==> config.mk <==
export PLATFORM = sky130hd
export DESIGN_NAME = ledfm_core
export DESIGN_NICKNAME = d
export VERILOG_FILES = /design/src/ledfm_pkg.sv /design/src/ledfm_core.sv
export SDC_FILE = /design/constraint.sdc
export NUM_CORES = 1
export LEC_CHECK = 0
export BUFFER_PORTS_ARGS = -buffer_cell sky130_fd_sc_hd__buf_4
export CORE_UTILIZATION = 50
export DETAILED_ROUTE_END_ITERATION = 8
export HOLD_SLACK_MARGIN = 0.15
export PLACE_DENSITY_LB_ADDON = 0.1
export SLEW_MARGIN = 10
export SYNTH_ARGS = -nofsm -noshare
export SYNTH_HDL_FRONTEND = slang
export SYNTH_SLANG_ARGS = --single-unit
==> constraint.sdc <==
create_clock -name core_clk -period 12.4 [get_ports core_clk]
set_input_delay 2.48 -clock core_clk [delete_from_list [all_inputs] [get_ports core_clk]]
set_output_delay 2.48 -clock core_clk [all_outputs]
set_load 0.05 [all_outputs]
==> src/ledfm_pkg.sv <==
// package of constants and types for the led fault manager
package ledfm_pkg;
  localparam int unsigned NUM_CH = 6;
  localparam int unsigned CLK_HZ = 10_000_000;
  // register offsets on the serial management port
  localparam logic [7:0] REG_FAULT_STATUS = 8'h02;
  localparam logic [7:0] REG_OUT_MASK = 8'h09;
  localparam logic [7:0] MASK_RESET = 8'h00;
  // fault_status field positions
  localparam int unsigned FS_CH_LSB = 0;
  localparam int unsigned FS_OVP_BIT = 6;
  localparam int unsigned FS_OTP_BIT = 7;
  // current limit: code n means (n+1) x 275 mA, 7 = 2.2 A
  localparam logic [2:0] ILIM_FIRST = 3'h0;
  localparam logic [2:0] ILIM_FINAL = 3'h7;
  // soft-start step time: 7 ms over 7 steps, 1 ms each
  localparam int unsigned SS_STEP_US = 1000;
  localparam int unsigned SS_STEP_CYC = SS_STEP_US * (CLK_HZ / 1_000_000);
  // hot open time-out 800 us
  localparam int unsigned HOT_TO_US = 800;
  localparam int unsigned HOT_TO_CYC = HOT_TO_US * (CLK_HZ / 1_000_000);
  // normal open/short time-out in dimming pwm cycles
  localparam logic [2:0] PWM_TO_CYCLES = 3'h6;
  // permanent shutdown delay after power-up, 31 ms
  localparam int unsigned GND_SHORT_MS = 31;
  localparam int unsigned GND_SHORT_CYC = GND_SHORT_MS * (CLK_HZ / 1000);
  // derating codes: 3=100%, 2=75%, 1=50%, 0=25%
  localparam logic [1:0] DERATE_FULL = 2'h3;
  localparam logic [1:0] DERATE_MIN = 2'h0;
  typedef enum logic [4:0] {
    LEDFM_IDLE = 5'h01,
    LEDFM_SOFT = 5'h02,
    LEDFM_RUN = 5'h04,
    LEDFM_HOT = 5'h08,
    LEDFM_DEAD = 5'h10
  } ledfm_state_t;
  // register access strobe group
  typedef struct packed {
    logic wr;
    logic rd;
    logic [7:0] addr;
    logic [7:0] wdata;
  } ledfm_reg_req_t;
  // analog comparator inputs, one bundle
  typedef struct packed {
    logic fet_on;
    logic sw_over_lim;
    logic input_overcur;
    logic ovp_trip;
    logic ovp_low20;
    logic lockout;
    logic temp_low;
    logic temp_high;
    logic temp_cool;
    logic gnd_short;
  } ledfm_sense_t;
endpackage

==> src/ledfm_core.sv <==
// protection and fault management core of a six channel led driver
// ---------------------------------------------------------------
// Overview of operation
// - soft-start limit begins at 275mA, seven 275mA steps up to 2.2A.
// - steps last at least 1ms, stretched at low dimming rate and small duty.
// - boost stays idle until input protection fet is fully on.
// - each switching cycle ends on-phase when switch current exceeds limit.
// - input current above about 2A shuts down all channels.
// - apparent faults during transients never fault out a string.
// - every led fault is reported in status register 0x02.
// - mask register 0x09 shows failed channels; host writes to disable them.
// - channel voltage above about 7.5V is a short and gets disabled.
// - channel reaching target is good; good channel dropping below is open.
// - overvoltage or lower temperature marks every not-good channel open.
// - open channel disabled after time-out, shorter above lower temperature.
// - raised forward voltage string stays on unless overvoltage is hit.
// - ovp sense rising then falling below 20% switches off input fet.
// - undervoltage lockout stops switching and resets until supply returns.
// - at 130C low-current channels are open, disabled after 800us.
// - each 150C hit stops boost, restarts near 100C derated 75/50/25%.
// - device stays active across thermal cycles unless enable drops.
// - open or short time-out expires after six dimming pwm cycles.
// - ground short at power-up gives permanent shutdown 31ms later.
// ---------------------------------------------------------------
module ledfm_core
  import ledfm_pkg::*;
(
  input wire logic core_clk, // 10 MHz clock
  input wire logic rst, // async reset, active high
  input wire logic enable, // enable pin level
  input wire ledfm_sense_t sense, // analog comparator results
  input wire logic [NUM_CH-1:0] ch_at_target, // channel current at target
  input wire logic [NUM_CH-1:0] ch_over_v, // channel voltage above 7.5 V
  input wire logic pwm_cycle_start, // one pulse per dimming pwm cycle
  input wire logic pwm_duty_low, // dimming duty is small
  input wire logic led_stable, // feedback says loop is settled
  input wire ledfm_reg_req_t reg_req, // register access strobes
  output logic [7:0] reg_rdata_ff, // read data, valid after rd
  output logic [2:0] ilim_code_ff, // current limit code
  output logic boost_en_ff, // boost may switch
  output logic sw_off_ff, // end on-phase of this cycle
  output logic [NUM_CH-1:0] ch_en_ff, // current sink enables
  output logic [1:0] derate_ff, // dc current derating step
  output logic fet_gate_off_ff // switch off input protection fet
);

  // ---------------------------------------------------------------
  // state machine
  // ---------------------------------------------------------------
  ledfm_state_t state_ff, nxt_state;
  logic [31:0] ss_cnt_ff;
  logic [31:0] pup_cnt_ff;
  logic dead_ff;

  always_comb begin
    nxt_state = state_ff;
    case (state_ff)
      LEDFM_IDLE: begin
        if (enable && sense.fet_on && !dead_ff) begin
          nxt_state = LEDFM_SOFT;
        end
      end
      LEDFM_SOFT, LEDFM_RUN: begin
        if (sense.temp_high) begin
          nxt_state = LEDFM_HOT;
        end else if (state_ff == LEDFM_SOFT && ilim_code_ff == ILIM_FINAL) begin
          nxt_state = LEDFM_RUN;
        end
      end
      LEDFM_HOT: begin
        if (sense.temp_cool) begin
          nxt_state = LEDFM_SOFT;
        end
      end
      LEDFM_DEAD: nxt_state = LEDFM_DEAD;
      default: nxt_state = LEDFM_IDLE;
    endcase
    if (!enable || sense.lockout || !sense.fet_on) begin
      nxt_state = LEDFM_IDLE;
    end
    if (dead_ff || sense.input_overcur) begin
      nxt_state = dead_ff ? LEDFM_DEAD : LEDFM_IDLE;
    end
  end

  always_ff @(posedge core_clk or posedge rst) begin
    if (rst) begin
      state_ff <= LEDFM_IDLE;
    end else begin
      state_ff <= nxt_state;
    end
  end

  // ---------------------------------------------------------------
  // soft-start current limit stepping
  // ---------------------------------------------------------------
  // stretch at low duty: when duty is small a finished step waits for a pwm pulse
  // so a slow dimming rate lengthens each step beyond the 1 ms floor
  always_ff @(posedge core_clk or posedge rst) begin
    if (rst) begin
      ss_cnt_ff <= 32'h0;
      ilim_code_ff <= ILIM_FIRST;
    end else if (state_ff == LEDFM_IDLE || state_ff == LEDFM_HOT) begin
      ss_cnt_ff <= 32'h0;
      ilim_code_ff <= ILIM_FIRST;
    end else if (state_ff == LEDFM_SOFT && ilim_code_ff != ILIM_FINAL) begin
      if (ss_cnt_ff >= SS_STEP_CYC - 1 && (!pwm_duty_low || pwm_cycle_start)) begin
        ss_cnt_ff <= 32'h0;
        ilim_code_ff <= ilim_code_ff + 3'h1;
      end else if (ss_cnt_ff < SS_STEP_CYC - 1) begin
        ss_cnt_ff <= ss_cnt_ff + 32'h1;
      end
    end
  end

  // ---------------------------------------------------------------
  // boost switching control
  // ---------------------------------------------------------------
  always_ff @(posedge core_clk or posedge rst) begin
    if (rst) begin
      boost_en_ff <= 1'b0;
      sw_off_ff <= 1'b0;
    end else begin
      boost_en_ff <= (nxt_state == LEDFM_SOFT || nxt_state == LEDFM_RUN);
      sw_off_ff <= sense.sw_over_lim || !(nxt_state == LEDFM_SOFT || nxt_state == LEDFM_RUN);
    end
  end

  // ---------------------------------------------------------------
  // thermal derating
  // ---------------------------------------------------------------
  always_ff @(posedge core_clk or posedge rst) begin
    if (rst) begin
      derate_ff <= DERATE_FULL;
    end else if (state_ff == LEDFM_IDLE) begin
      derate_ff <= DERATE_FULL;
    end else if (state_ff != LEDFM_HOT && nxt_state == LEDFM_HOT && derate_ff != DERATE_MIN) begin
      derate_ff <= derate_ff - 2'h1;
    end
  end

  // ---------------------------------------------------------------
  // ground short and ovp collapse
  // ---------------------------------------------------------------
  logic ovp_seen_ff;
  always_ff @(posedge core_clk or posedge rst) begin
    if (rst) begin
      pup_cnt_ff <= 32'h0;
      dead_ff <= 1'b0;
    end else if (pup_cnt_ff < GND_SHORT_CYC) begin
      pup_cnt_ff <= pup_cnt_ff + 32'h1;
    end else if (pup_cnt_ff == GND_SHORT_CYC && sense.gnd_short) begin
      dead_ff <= 1'b1;
    end
  end

  always_ff @(posedge core_clk or posedge rst) begin
    if (rst) begin
      ovp_seen_ff <= 1'b0;
      fet_gate_off_ff <= 1'b0;
    end else begin
      if (!sense.ovp_low20) begin
        ovp_seen_ff <= 1'b1;
      end
      if ((ovp_seen_ff && sense.ovp_low20) || dead_ff) begin
        fet_gate_off_ff <= 1'b1;
      end
    end
  end

  // ---------------------------------------------------------------
  // per channel open and short tracking
  // ---------------------------------------------------------------
  logic [NUM_CH-1:0] good_ff, open_ff, short_ff, fail_ff;
  logic [7:0] mask_ff;
  logic [7:0] status_ff;
  logic running;
  assign running = (state_ff == LEDFM_SOFT || state_ff == LEDFM_RUN);

  genvar gi;
  generate
    for (gi = 0; gi < NUM_CH; gi++) begin : g_ch
      logic [2:0] pwm_cnt_ff;
      logic [31:0] hot_cnt_ff;
      logic pend;
      assign pend = open_ff[gi] || short_ff[gi];
      always_ff @(posedge core_clk or posedge rst) begin
        if (rst) begin
          good_ff[gi] <= 1'b0;
          open_ff[gi] <= 1'b0;
          short_ff[gi] <= 1'b0;
          fail_ff[gi] <= 1'b0;
          pwm_cnt_ff <= 3'h0;
          hot_cnt_ff <= 32'h0;
        end else if (!running || mask_ff[gi] || fail_ff[gi]) begin
          good_ff[gi] <= 1'b0;
          open_ff[gi] <= 1'b0;
          short_ff[gi] <= 1'b0;
          pwm_cnt_ff <= 3'h0;
          hot_cnt_ff <= 32'h0;
        end else begin
          if (ch_at_target[gi]) begin
            good_ff[gi] <= 1'b1;
            open_ff[gi] <= 1'b0;
          end else if (good_ff[gi] && led_stable) begin
            open_ff[gi] <= 1'b1;
          end else if (!good_ff[gi] && (sense.ovp_trip || sense.temp_low)) begin
            open_ff[gi] <= 1'b1;
          end
          short_ff[gi] <= ch_over_v[gi] && led_stable;
          if (!pend) begin
            pwm_cnt_ff <= 3'h0;
            hot_cnt_ff <= 32'h0;
          end else begin
            if (pwm_cycle_start && pwm_cnt_ff != PWM_TO_CYCLES) begin
              pwm_cnt_ff <= pwm_cnt_ff + 3'h1;
            end
            if (hot_cnt_ff != HOT_TO_CYC) begin
              hot_cnt_ff <= hot_cnt_ff + 32'h1;
            end
            if (pwm_cnt_ff == PWM_TO_CYCLES ||
                (sense.temp_low && open_ff[gi] && hot_cnt_ff == HOT_TO_CYC)) begin
              fail_ff[gi] <= 1'b1;
            end
          end
        end
      end
    end
  endgenerate

  // ---------------------------------------------------------------
  // channel enables
  // ---------------------------------------------------------------
  always_ff @(posedge core_clk or posedge rst) begin
    if (rst) begin
      ch_en_ff <= '0;
    end else if (sense.input_overcur || nxt_state != LEDFM_SOFT && nxt_state != LEDFM_RUN) begin
      ch_en_ff <= '0;
    end else begin
      ch_en_ff <= ~(mask_ff[NUM_CH-1:0] | fail_ff);
    end
  end

  // ---------------------------------------------------------------
  // registers: status and mask
  // ---------------------------------------------------------------
  always_ff @(posedge core_clk or posedge rst) begin
    if (rst) begin
      mask_ff <= MASK_RESET;
    end else if (reg_req.wr && reg_req.addr == REG_OUT_MASK) begin
      // host disables channels; a failed channel stays masked, so that
      // clearing its bit never reports the same failure a second time
      mask_ff <= reg_req.wdata | {2'h0, fail_ff};
    end else begin
      mask_ff[NUM_CH-1:0] <= mask_ff[NUM_CH-1:0] | fail_ff;
    end
  end

  // sticky until read; a new event wins over the read clear
  always_ff @(posedge core_clk or posedge rst) begin
    if (rst) begin
      status_ff <= 8'h00;
    end else begin
      status_ff <= ((reg_req.rd && reg_req.addr == REG_FAULT_STATUS) ? 8'h00 : status_ff)
        | {sense.temp_high, sense.ovp_trip, 6'h00}
        | {2'h0, fail_ff & ~mask_ff[NUM_CH-1:0]};
    end
  end

  always_ff @(posedge core_clk or posedge rst) begin
    if (rst) begin
      reg_rdata_ff <= 8'h00;
    end else if (reg_req.rd) begin
      case (reg_req.addr)
        REG_FAULT_STATUS: reg_rdata_ff <= status_ff;
        REG_OUT_MASK: reg_rdata_ff <= mask_ff;
        default: reg_rdata_ff <= 8'h00;
      endcase
    end
  end

endmodule

# Yosys cells after proc, flatten, opt, wreduce, memory -nomap -nowiden
# Index checks and enable logic that the tools add are counted.
[op_classes]
add_sub_neg = 16
magnitude_cmp = 3
eq_ne = 52
muxes = 99
bitwise_logic = 14
n_reduce_logical = 122
[op_table]
columns = ["operator", "count"]
rows = [
  ["32-bit 2-to-1 mux", 22],
  ["32-bit by 1-bit adder with 32-bit output (second input constant)", 8],
  ["32-bit by 13-bit equality test with 1-bit output (second input constant)", 6],
  ["32-bit by 13-bit inequality test with 1-bit output (second input constant)", 6],
  ["3-bit 2-to-1 mux", 21],
  ["1-bit logical AND", 48],
  ["1-bit 2-to-1 mux", 42],
  ["3-bit by 1-bit inequality test with 1-bit output (second input constant)", 12],
  ["1-bit logical OR", 35],
  ["5-bit 2-to-1 mux", 7],
  ["32-bit by 19-bit equality test with 1-bit output (second input constant)", 1],
  ["32-bit by 14-bit >= comparator with 1-bit output (second input constant)", 1],
  ["32-bit by 14-bit < comparator with 1-bit output (second input constant)", 1],
  ["32-bit by 19-bit < comparator with 1-bit output (second input constant)", 1],
  ["4-bit nonzero test", 6],
  ["3-bit by 1-bit adder with 3-bit output (second input constant)", 7],
  ["3-bit equality test (second input constant)", 7],
  ["3-bit inequality test (second input constant)", 7],
  ["5-bit case mux with 4 select lines", 1],
  ["2-bit nonzero test", 10],
  ["3-bit AND reduction", 6],
  ["8-bit by 6-bit bitwise OR with 8-bit output", 2],
  ["8-bit case mux with 2 select lines", 1],
  ["1-bit logical NOT", 12],
  ["22 further kinds", 36],
]
[totals]
regBits = 343
in_bits = 46
out_inout_bits = 22
wordCells = 357

# Longest topological paths before layout
[logic_depth]
ltp_word = 12
mapped_depth = 10
mapped_depth_nobuf = 8

# Worst setup path after synthesis
# No wires, ideal clock.
[synth_path]
path_kind = "input to register"
from = "input reg_req[13] (netlist bit)"
to = "register reg_rdata_ff[0]"
arrival_ps = 3919
required_time_ps = 12317
slack_ps = 8399
cell_stages = 6
cell_sequence = "or4_1 nor2_1 nand2_1 nor3_1 a22oi_1 o21ai_0"
[synth_between]
elab_chain_len = 2
elab_cells_between_ends = 3
cone_classes = "2 x eq/ne; 1 x mux"
[synth_lines]
columns = ["element", "line_no", "text"]
rows = [
  ["start: declaration", "ledfm_core.sv:37", "input wire ledfm_reg_req_t reg_req,"],
  ["8-bit by 4-bit equality test with 1-bit output or 8-bit by 2-bit equality test with 1-bit output (tied branches)", "ledfm_core.sv:274", "case (reg_req.addr)"],
  ["8-bit case mux with 2 select lines *", "ledfm_core.sv:274", ""],
  ["end signal: assignment", "ledfm_core.sv:275", "REG_FAULT_STATUS: reg_rdata_ff <= status_ff;"],
  ["end signal: assignment", "ledfm_core.sv:276", "REG_OUT_MASK: reg_rdata_ff <= mask_ff;"],
  ["end: declaration", "ledfm_core.sv:38", "output logic [7:0] reg_rdata_ff,"],
]
# Mark *: on every way between the ends. The rest lies on a longest branch, timed or not.
# A chain may end at the register's enable or synchronous reset.

==> flow_summary.json <==
{
  "syn-cell-area_um2": 16570,
  "synth_top_area_frac": 0.5135,
  "wirelength_um": 34320,
  "max_freq_mhz": 222.6,
  "cp_max_fo": 125,
  "post_cts_buffers": 0,
  "place_congestion": 0.7760,
  "max_slew_margin": 0.3268,
  "clock_path_buffers": 3,
  "synth-seq-cells": 343,
  "dr.pass1.iters": 5,
  "drv_cap": 0,
  "synth_xor_area_frac": 0.1036,
  "synthFlopType": "dfrtp_1",
  "peakVddDrop_mv": 0.07555,
  "ys.warnings.count": 0,
  "grt_overflow_total": 0,
  "worst_slew_pin_slew_ns": 1.008,
  "finalNetCount": 1819,
  "synth_top_family_by_area": "simple AND/OR/NAND/NOR gates",
  "wl_per_cell_um": 15.51,
  "syn-num-nets": 1758,
  "arrival_ns": 4.98,
  "synthArstFlopShare": 1.000,
  "crit_type": "in -> async",
  "syn_to_final_growth_pct": 13.09,
  "finalPower_mw": 2.310,
  "drt_iter0_drc": 766,
  "powerDensity_nw_per_um2": 123.3,
  "ctsHoldBuffers": 0,
  "yosysMostFrequentCell": "dfrtp_1",
  "tns_ns": 0,
  "start_util": 0.5093,
  "rsz0062_at_grt": "false",
  "yosysSeqAreaShare": 0.5182,
  "cp.required_ns": 12.89,
  "ant_nets": 0,
  "die_x_um": 184.0,
  "syn_avg_cell_area_um2": 9.851,
  "viasPerCell": 5.410,
  "period_share": 0.3623,
  "antenna_found_initial": 2,
  "rows": 66,
  "hpwl_um": 22880,
  "netlist.top_cell.by_area": "dfrtp_1",
  "worstSetupEndpointType": "asynchronous set/reset pin",
  "die_area_um2": 33870,
  "hold_violations": 0,
  "cts_resized": 0,
  "die_y_um": 184.0,
  "core_um2": 32540,
  "h-tree-depth": 2,
  "layout-drive-gt1-share": 0.1051,
  "cts-buffers-inserted": 38,
  "synth.distinct_cells": 64,
  "grt_max_degree": 126,
  "clkLatencyLatePin_ns": 0.52,
  "vias": 11970,
  "crit_path_start_kind": "primary input",
  "synth-edff-count": 0,
  "final_core_util": 0.5759,
  "grt_pass1_vias": 11630,
  "leakage_nw": 7.772,
  "synth_commonest_cells": "dfrtp_1, nor2_1, xor2_1",
  "cts_tree": "yes",
  "skew_ns": 0.01056,
  "io_pins": 68,
  "synth_fa_ha_area_frac": 0.02265,
  "seq_area_um2": 8587,
  "multi_input_area_um2": 7490,
  "numPortBuffers": 67,
  "synth_compound_area_frac": 0.06517,
  "drc": 0,
  "yosys-mux-area-fraction": 0.01208,
  "min_path_type": "reg -> reg",
  "r2r_setup_slack_ns": 9.49,
  "nFillCells": 2841,
  "synthSimpleGateAreaFrac": 0.2481,
  "setup_viol_count_final": 0,
  "status": "finished clean",
  "clk_pin_slew_ns": 0.06,
  "synth_area_leaders": "dfrtp_1, xor2_1, nor2_1",
  "root_buffer": "clkbuf_16",
  "grtUsageTotal": 0.2091,
  "synth_cells": 1682,
  "min_period_ns": 4.492,
  "grt_pass1_wl_um": 58070,
  "maxSlewViolCount": 0,
  "clock_sinks": 343
}
## registers in the layout, summed over array words and instances (netlist names), 6 cells and up
signal / count
g_ch.hot_cnt_ff: 192
pup_cnt_ff: 32
ss_cnt_ff: 32
g_ch.pwm_cnt_ff: 18
mask_ff: 8
reg_rdata_ff: 8
status_ff: 8
ch_en_ff: 6
fail_ff: 6
good_ff: 6
open_ff: 6
short_ff: 6
## placed cells by master (no fill, tap or decap), drive strengths merged, types with 30 or more instances in the layout
cell	netlist	routed
or3	31	31
clkbuf	27	56
buf	29	77
nor2	268	268
nand4	63	63
dfrtp	340	340
a21oi	41	41
inv	66	66
nand2	113	113
xor2	121	121
xnor2	75	75
o21ai	67	67
nor3	44	44
ha	30	30
nor4	42	42
and3	37	37
nand3	101	101
## per-layer routing
layer  track usage  part of all wire
met5             0           0.00038
met1        0.2981              0.49
met2        0.3306              0.46
met3       0.04002             0.039
met4       0.04667             0.014
## worst max-delay path, stage by stage
cell	delay [ns]
buf_4	0.13
inv_8	0.59
buf_4	0.75
buf_4	0.88
## metrics by stage
step,setup slack (ns),area (µm²),instances,hold slack (ns)
detailed placement,7.222,17460,2145,0.3663
global route,7.413,18740,2213,0.3924
floorplan,0.4166,16570,1682,0.4294
CTS,7.775,18740,2212,0.3806
global placement,7.240,17460,2145,0.3660
finish,7.908,18740,2213,0.3752
## cells by family after synthesis
logic type	count (synthesis)
DFF	343
and+or+nand+nor	797
AOI/OAI and AO/OA	175
buffers and inverters	122
xor gates and xnor gates	196
adders and majority gates	30
muxes	19
## where the power goes
group	internal [mW]	leakage, nW	switching, mW
sequential	1.12	4.65	0.00189
clock	0.690	0.627	0.443
combinational	0.0157	2.49	0.0374
## worst paths after layout
kind	start	to	cells after the start
hold reg to reg	pup_cnt_ff[24]	pup_cnt_ff[24]	0
max in group core_clk	pwm_cycle_start	ss_cnt_ff[18]	7
min in group asynchronous	rst	pup_cnt_ff[29]	2
setup / recovery	rst	g_ch[2].hot_cnt_ff[12]	4
hold / removal	pup_cnt_ff[24]	pup_cnt_ff[24]	0
setup reg to reg	ilim_code_ff[0]	ss_cnt_ff[18]	9
## layout make-up
type / count / share of cell area
Timing Repair Buffer: 77 / 0.03085
Antenna cell: 1 / 0.0001335
Tap cell: 442 / 0.02951
Multi-Input combinational cell: 1217 / 0.3997
Inverter: 66 / 0.01362
Clock inverter: 11 / 0.005876
Clock buffer: 56 / 0.06203
Sequential cell: 343 / 0.4583
Power figures use the tool's default switching activity.
